===== config.mk =====
export PLATFORM = sky130hd
export DESIGN_NAME = cmbr_unit
export DESIGN_NICKNAME = d
export VERILOG_FILES = /design/src/design/cmbr_pkg.sv /design/src/design/cmbr_unit.sv /design/src/design/cmbr_sync.sv
export SDC_FILE = /design/constraint.sdc
export NUM_CORES = 1
export LEC_CHECK = 0
export BUFFER_PORTS_ARGS = -buffer_cell sky130_fd_sc_hd__clkbuf_2
export CAP_MARGIN = 20
export CORE_MARGIN = 2
export CORE_UTILIZATION = 52
export CTS_BUF_LIST = sky130_fd_sc_hd__clkbuf_16
export DETAILED_ROUTE_END_ITERATION = 8
export PLACE_DENSITY = 0.77
export SYNTH_ARGS = -nofsm -noshare
export SYNTH_HDL_FRONTEND = slang
export SYNTH_SLANG_ARGS = --single-unit

===== constraint.sdc =====
create_clock -name clk -period 3.5 [get_ports clk]
set_input_delay 0.35 -clock clk [delete_from_list [all_inputs] [get_ports clk]]
set_output_delay 0.35 -clock clk [all_outputs]
set_load 0.05 [all_outputs]

===== src/design/cmbr_pkg.sv =====
// package: register map, field layout, states and pin carrier for the serial bit unit
package cmbr_pkg;

  // apb byte offsets
  localparam logic [7:0] CMBR_OFF_BASE    = 8'h00;
  localparam logic [7:0] CMBR_OFF_OPERAND = 8'h04;
  localparam logic [7:0] CMBR_OFF_CTRL    = 8'h08;
  localparam logic [7:0] CMBR_OFF_RESULT  = 8'h0c;
  localparam logic [7:0] CMBR_OFF_IRQ_ST  = 8'h10;
  localparam logic [7:0] CMBR_OFF_IRQ_MSK = 8'h14;

  // control register fields
  localparam int CMBR_CTRL_CNT_LSB = 0;
  localparam int CMBR_CTRL_CNT_W   = 4;
  localparam int CMBR_CTRL_DIR_BIT = 4;
  localparam int CMBR_CTRL_BSY_BIT = 8;

  // interrupt status bits
  localparam int CMBR_IRQ_DONE   = 0;
  localparam int CMBR_IRQ_READER = 1;
  localparam int CMBR_IRQ_W      = 2;

  // reset values
  localparam logic [15:0] CMBR_RST_BASE    = 16'h0000;
  localparam logic [15:0] CMBR_RST_OPERAND = 16'h0000;
  localparam logic [15:0] CMBR_RST_RESULT  = 16'h0000;
  localparam logic [1:0]  CMBR_RST_IRQ     = 2'h0;

  // bit cycle length in processor clocks
  localparam int CMBR_BIT_CYCLE_CLKS = 2;

  // bit address width on the bus, and control field forced to zero for data
  localparam int          CMBR_BIT_ADDR_W = 12;
  localparam logic [2:0]  CMBR_DATA_CTL   = 3'h0;

  typedef enum logic [2:0] {
    CMBR_IDLE   = 3'b001,
    CMBR_SETUP  = 3'b010,
    CMBR_STROBE = 3'b100
  } cmbr_state_e;

  typedef struct packed {
    logic [2:0]  ctl;
    logic [11:0] bit_addr;
    logic        serial_out_line;
    logic        bit_strobe;
  } cmbr_bus_s;

endpackage


===== src/design/cmbr_unit.sv =====
// serial bit unit: multi-bit store and fetch sequencer behind an apb slave
`timescale 1ns/1ps
module cmbr_unit
  import cmbr_pkg::*;
(
  input  wire logic        clk,
  input  wire logic        arst_n,
  input  wire logic        psel,
  input  wire logic        penable,
  input  wire logic        pwrite,
  input  wire logic [31:0] paddr,
  input  wire logic [31:0] pwdata,
  output logic      [31:0] prdata,
  output logic             pready,
  output logic             pslverr,
  output cmbr_bus_s        bus_out,
  input  wire logic        serial_in_line,
  input  wire logic        reader_interrupt_n,
  output logic             irq
);

  logic [15:0]               software_base_register;
  logic [15:0]               operand;
  logic [15:0]               result;
  logic [CMBR_IRQ_W-1:0]     irq_stat;
  logic [CMBR_IRQ_W-1:0]     irq_mask;
  cmbr_state_e               state;
  logic [3:0]                idx;
  logic [3:0]                last_idx;
  logic                      fetch_dir;
  logic [CMBR_BIT_ADDR_W-1:0] base_hw;
  logic                      rint_s;
  logic                      rint_d;
  logic                      wr_en;
  logic                      rd_en;
  logic                      addr_ok;
  logic                      start;
  logic                      op_done;
  logic                      reader_evt;
  logic                      busy;

  // bit address: hardware base plus bit index, wraps within the 12-bit field
  function automatic logic [CMBR_BIT_ADDR_W-1:0] bit_addr_of(
    input logic [CMBR_BIT_ADDR_W-1:0] b,
    input logic [3:0]                 i
  );
    bit_addr_of = b + {8'h00, i};
  endfunction

  // mask of the bits gathered for a given last index
  function automatic logic [15:0] low_mask(input logic [3:0] l);
    low_mask = 16'hffff >> (4'hf - l);
  endfunction

  // serial input is decoded from our own registered address, so it is sampled raw;
  // a synchroniser would land each bit cycles late and shift the fetch

  cmbr_sync #(.RST_VAL(1'b1)) u_rint_sync
  (
    .clk    (clk),
    .arst_n (arst_n),
    .din    (reader_interrupt_n),
    .dout   (rint_s)
  );

  // apb: zero wait states, error on unmapped offsets
  assign busy    = (state != CMBR_IDLE);
  assign wr_en   = psel && penable && pwrite;
  assign rd_en   = psel && !pwrite;
  assign addr_ok = (paddr[31:8] == 24'h000000) && (paddr[1:0] == 2'h0) &&
                   (paddr[7:0] <= CMBR_OFF_IRQ_MSK);
  assign pready  = 1'b1;
  assign pslverr = psel && penable && !addr_ok;
  // a start while busy is dropped so a second start never corrupts a running sequence
  assign start   = wr_en && addr_ok && (paddr[7:0] == CMBR_OFF_CTRL) && !busy;
  assign op_done = (state == CMBR_STROBE) && (idx == last_idx);
  assign irq     = |(irq_stat & irq_mask);

  always_ff @(posedge clk or negedge arst_n)
  begin
    if (!arst_n)
      prdata <= 32'h00000000;
    else if (rd_en && !penable)
    begin
      unique case (paddr[7:0])
        CMBR_OFF_BASE:    prdata <= {16'h0000, software_base_register};
        CMBR_OFF_OPERAND: prdata <= {16'h0000, operand};
        CMBR_OFF_CTRL:    prdata <= {23'h000000, busy, 3'h0, fetch_dir, last_idx + 4'h1};
        CMBR_OFF_RESULT:  prdata <= {16'h0000, result};
        CMBR_OFF_IRQ_ST:  prdata <= {30'h00000000, irq_stat};
        CMBR_OFF_IRQ_MSK: prdata <= {30'h00000000, irq_mask};
        default:          prdata <= 32'h00000000;
      endcase
    end
  end

  // only software writes the base; the sequencer copies it at start
  always_ff @(posedge clk or negedge arst_n)
  begin
    if (!arst_n)
    begin
      software_base_register <= CMBR_RST_BASE;
      operand                <= CMBR_RST_OPERAND;
      irq_mask               <= CMBR_RST_IRQ;
    end
    else if (wr_en && addr_ok)
    begin
      if (paddr[7:0] == CMBR_OFF_BASE)
        software_base_register <= pwdata[15:0];
      if (paddr[7:0] == CMBR_OFF_OPERAND)
        operand <= pwdata[15:0];
      if (paddr[7:0] == CMBR_OFF_IRQ_MSK)
        irq_mask <= pwdata[CMBR_IRQ_W-1:0];
    end
  end

  // sticky events; a new event wins over a write-one clear in the same cycle
  always_ff @(posedge clk or negedge arst_n)
  begin
    if (!arst_n)
    begin
      irq_stat <= CMBR_RST_IRQ;
      rint_d   <= 1'b1;
    end
    else
    begin
      rint_d   <= rint_s;
      irq_stat <= (irq_stat &
                   ~((wr_en && addr_ok && paddr[7:0] == CMBR_OFF_IRQ_ST) ?
                     pwdata[CMBR_IRQ_W-1:0] : 2'h0)) |
                  {reader_evt, op_done};
    end
  end
  // reader asks for service when its active-low interrupt falls
  assign reader_evt = rint_d && !rint_s;

  // sequencer: each bit takes a setup clock then a strobe clock
  always_ff @(posedge clk or negedge arst_n)
  begin
    if (!arst_n)
    begin
      state     <= CMBR_IDLE;
      idx       <= 4'h0;
      last_idx  <= 4'h0;
      fetch_dir <= 1'b0;
      base_hw   <= 12'h000;
    end
    else
    begin
      unique case (state)
        CMBR_IDLE:
        begin
          if (start)
          begin
            // count field zero means sixteen bits
            last_idx  <= pwdata[CMBR_CTRL_CNT_LSB +: CMBR_CTRL_CNT_W] - 4'h1;
            fetch_dir <= pwdata[CMBR_CTRL_DIR_BIT];
            base_hw   <= software_base_register[12:1];
            idx       <= 4'h0;
            state     <= CMBR_SETUP;
          end
        end
        CMBR_SETUP:
          state <= CMBR_STROBE;
        CMBR_STROBE:
        begin
          if (idx == last_idx)
            state <= CMBR_IDLE;
          else
          begin
            idx   <= idx + 4'h1;
            state <= CMBR_SETUP;
          end
        end
      endcase
    end
  end

  // pins: address and data set up first, strobe in the second clock
  always_ff @(posedge clk or negedge arst_n)
  begin
    if (!arst_n)
      bus_out <= '0;
    else
    begin
      bus_out.ctl        <= CMBR_DATA_CTL;
      bus_out.bit_strobe <= (state == CMBR_SETUP) && !fetch_dir;
      if (state == CMBR_IDLE && start)
      begin
        // first cycle carries the operand lsb at the base address
        bus_out.bit_addr        <= bit_addr_of(software_base_register[12:1], 4'h0);
        bus_out.serial_out_line <= !pwdata[CMBR_CTRL_DIR_BIT] && operand[0];
      end
      else if (state == CMBR_STROBE && idx != last_idx)
      begin
        // next address, next higher operand bit
        bus_out.bit_addr        <= bit_addr_of(base_hw, idx + 4'h1);
        bus_out.serial_out_line <= !fetch_dir && operand[idx + 4'h1];
      end
    end
  end

  // fetch: sample input in the second clock, upper bits cleared at start
  always_ff @(posedge clk or negedge arst_n)
  begin
    if (!arst_n)
      result <= CMBR_RST_RESULT;
    else if (start && pwdata[CMBR_CTRL_DIR_BIT])
      result <= 16'h0000;
    else if (state == CMBR_STROBE && fetch_dir)
      result[idx] <= serial_in_line;
  end

  // checks
  int unsigned strobe_cnt;
  logic [3:0]  op_last;
  always_ff @(posedge clk or negedge arst_n)
  begin
    if (!arst_n)
      strobe_cnt <= 0;
    else if (start)
      strobe_cnt <= 0;
    else if (bus_out.bit_strobe)
      strobe_cnt <= strobe_cnt + 1;
  end
  assign op_last = last_idx;
endmodule


===== src/design/cmbr_sync.sv =====
// three-flop input synchroniser with agreement filter
`timescale 1ns/1ps
module cmbr_sync
  import cmbr_pkg::*;
#(
  parameter logic RST_VAL = 1'b0
)
(
  input  wire logic clk,
  input  wire logic arst_n,
  input  wire logic din,
  output logic      dout
);

  logic s1;
  logic s2;
  logic s3;

  always_ff @(posedge clk or negedge arst_n)
  begin
    if (!arst_n)
    begin
      s1 <= RST_VAL;
      s2 <= RST_VAL;
      s3 <= RST_VAL;
    end
    else
    begin
      s1 <= din;
      s2 <= s1;
      s3 <= s2;
    end
  end

  // s1 feeds only s2; a change counts once the later two agree
  always_ff @(posedge clk or negedge arst_n)
  begin
    if (!arst_n)
      dout <= RST_VAL;
    else if (s2 == s3)
      dout <= s3;
  end

endmodule


==> reports/summary.txt <==
status = complete, no violations
HP Class = in2async
footprint of the multi-input gates = 0.00274 sq mm
# DRC = 0
DP HPWL = 9920 um
Syn Area/Cell = 10.4 sq um
chip height = 110 um
Final Util = 0.603
layout cells sized above 1 = 0.235
Via-to-Cell Ratio = 5.74
clock power share = 0.411
skew final = 0.00900 ns
# clock sinks = 111
M2 GR Usage = 0.402
final slew viol count = 0
Mapped Area = 0.00580 sq mm
filler cell count = 908
Synth Flop Type = dfrtp_1
first-pass GRT wire length = 21800 um
clk buf depth = 2
grt met3 use = 0.0368
met1 GRT Util = 0.323
Hold Vio Cnt, Final = 0
PortBufs = 86
Root Buffer Master = clkbuf_16
Final Setup Violations = 0
crit path DAT = 3.10 ns
wire length per cell after detailed routing = 17.6 um
largest net degree at the start of global routing = 58
WP data required = 3.73 ns
Critical Path Source Type = register
register area = 0.00279 sq mm
leak pwr = 3.31 nW
critical path fanouts, max = 8
most area-consuming cells after synthesis = dfrtp_1, nand2_1, mux2_1
Comb power frac = 0.073
fin crit share = 0.821
initial drt markers = 288
power per cell area = 384 mW/mm^2
number of global-route vias before repair = 4327
via count = 4421
gr usage total = 0.238
Area growth, synth to finish = 12.8%
Cells after Synth = 555
total grt overflow = 0
Yosys cell types = 51
Post-synth EDFFs = 0
initial antenna violation count = 0
register area share after synthesis = 0.480
starting density of the core = 0.535
TritonCTS buffer count = 9
TritonRoute pass-1 iters = 5
die width = 110 um
Post-DRT Antenna Nets = 0
measured slew at the worst slew-check pin = 0.872 ns
CTS tree = done
top cell type by total area after synthesis = dfrtp_1
nets = 707
worst setup path class = reg2reg
max_cap viols = 0
row cnt = 38
top cell type's share of synthesized area = 0.453
die area = 0.0120 sq mm
Peak VDD IR = 0.000282 V
Yosys Warn Count = 0
Worst-Skew Late Latency = 0.35 ns
Cell Int Power = 0.00190 W
#FFs+latches synth = 111
Seq pwr share = 0.516
CP endpoint kind = register
ANT cells = 0
ys async rst share = 1.00
Final min period = 2.87 ns
switch share = 0.244
Register-to-Register Path Depth = 9
Max Clock Freq = 348 MHz
number of hold buffers added after cts = 0
RSZ-0062 raised after global routing = no
Fin Setup TNS = 0 ns
core area = 0.0108 sq mm
Worst-path clk slew = 0.07 ns
Placer Congestion = 0.827
Post-CTS Setup Inserts = 0
net switching power = 0.000613 W
Max-slew headroom = 0.417
H-tree Lvls = 3
post-CTS sizing = 0
GRT Max-Usage Layer = met2
IO Pins = 123
total wire length = 13600 um
==> worst max-delay path, stage by stage (launching register included) <==
cell and delay, ns:
dfrtp_1 0.51, inv_1 0.16, ha_1 0.46, fa_1 0.48
a21o_1 0.17, a21oi_1 0.38, nor2b_1 0.11, xnor2_1 0.15
nor2_1 0.06, a221o_1 0.28
==> cell type report <==
| cell class | instances | share of cell area |
|---|---|---|
| multi-input cells | 401 | 0.419 |
| inverters | 7 | 0.00402 |
| repair buffers | 95 | 0.0785 |
| clock buffers | 9 | 0.0344 |
| well taps | 140 | 0.0268 |
| flip-flops and latches | 111 | 0.426 |
| clock inverters | 7 | 0.0113 |
==> cells in the final DEF, fill, tap and decap left out, types with 10 or more instances in the layout <==
master | netlist | routed
conb_1 | 2 | 20
mux2i_1 | 17 | 17
nand3_1 | 32 | 32
mux2_1 | 16 | 16
dfrtp_1 | 105 | 105
o21ai_0 | 15 | 15
o31ai_1 | 13 | 13
ha_1 | 10 | 10
xnor2_1 | 10 | 10
clkbuf_2 | 0 | 85
mux2_2 | 14 | 14
a21oi_1 | 27 | 27
nor2_1 | 31 | 31
nand2_1 | 93 | 93
==> registers in the layout, indices dropped and copies added, names as in the netlist, 2 cells and up <==
| name | count |
|---|---|
| irq_mask | 2 |
| irq_stat | 2 |
| state | 3 |
| result | 16 |
| base_hw | 12 |
| prdata | 16 |
| software_base_register | 16 |
| operand | 16 |
| idx | 4 |
| bus_out | 14 |
| last_idx | 4 |
==> Yosys cell counts (7+ instances only) <==
master    count
a21o_1        7
a21oi_1      27
a221o_1       8
a22o_1        8
buf_2         8
buf_4        21
clkbuf_1     19
dfrtp_1     105
ha_1         10
inv_1         7
mux2_1       16
mux2_2       14
mux2i_1      17
mux4_2        8
nand2_1      93
nand3_1      32
nor2_1       31
nor2b_1       8
o21ai_0      15
o31ai_1      13
xnor2_1      10
xor2_1        8
==> kinds of logic (layout without fill, tap and decap cells) <==
| kind of cell | Yosys count | count (layout) | synth area share |
|---|---|---|---|
| flops | 111 | 111 | 0.480 |
| other cells | 2 | 20 | 0.00130 |
| mux | 55 | 55 | 0.119 |
| fa+ha+maj | 12 | 12 | 0.0268 |
| xor+xnor | 18 | 18 | 0.0272 |
| simple gates | 207 | 207 | 0.183 |
| buf+inv | 61 | 118 | 0.0587 |
| compound gates | 89 | 89 | 0.104 |
==> power groups by stage <==
stage	registers, W	clock network (W)	logic (W)
6_report	0.00130	0.00103	0.000182
4_1_cts	0.00130	0.00105	0.000185
2_1_floorplan	0.00132	0	0.000116
5_1_grt	0.00130	0.00110	0.000200
3_5_place_dp	0.00132	0	0.000183
3_3_place_gp	0.00132	0	0.000180
==> through the flow <==
stage,area [sq um],setup WS [ns],cells,power (W),hold slack (ns)
floorplan,5860,0.851,573,0.00144,0.0544
global placement,6240,0.710,754,0.00150,0.348
detailed placement,6240,0.651,754,0.00150,0.347
CTS,6540,0.637,770,0.00253,0.0845
global route,6540,0.473,770,0.00260,0.0775
finish,6540,0.628,770,0.00251,0.0549
==> final timing paths <==
check	start	endpoint	slack, ns
worst max-delay path	idx[0]	bus_out[12]	0.63
worst min-delay path	arst_n	bus_out[0]	0.05
worst max register to register	idx[0]	bus_out[12]	0.63
worst min register to register	u_rint_sync.s1	u_rint_sync.s2	0.36
max in group asynchronous	arst_n	base_hw[11]	2.70
min in group clk	reader_interrupt_n	u_rint_sync.s1	0.09
==> layer usage <==
metal	share of wire	up-vias	routed length (um)
met3	0.061	14	828
li1	-	2044	-
met4	0.0094	0	127
met5	0	-	0
met2	0.50	170	6760
met1	0.43	2193	5860
(Power assumes the default switching activity.)
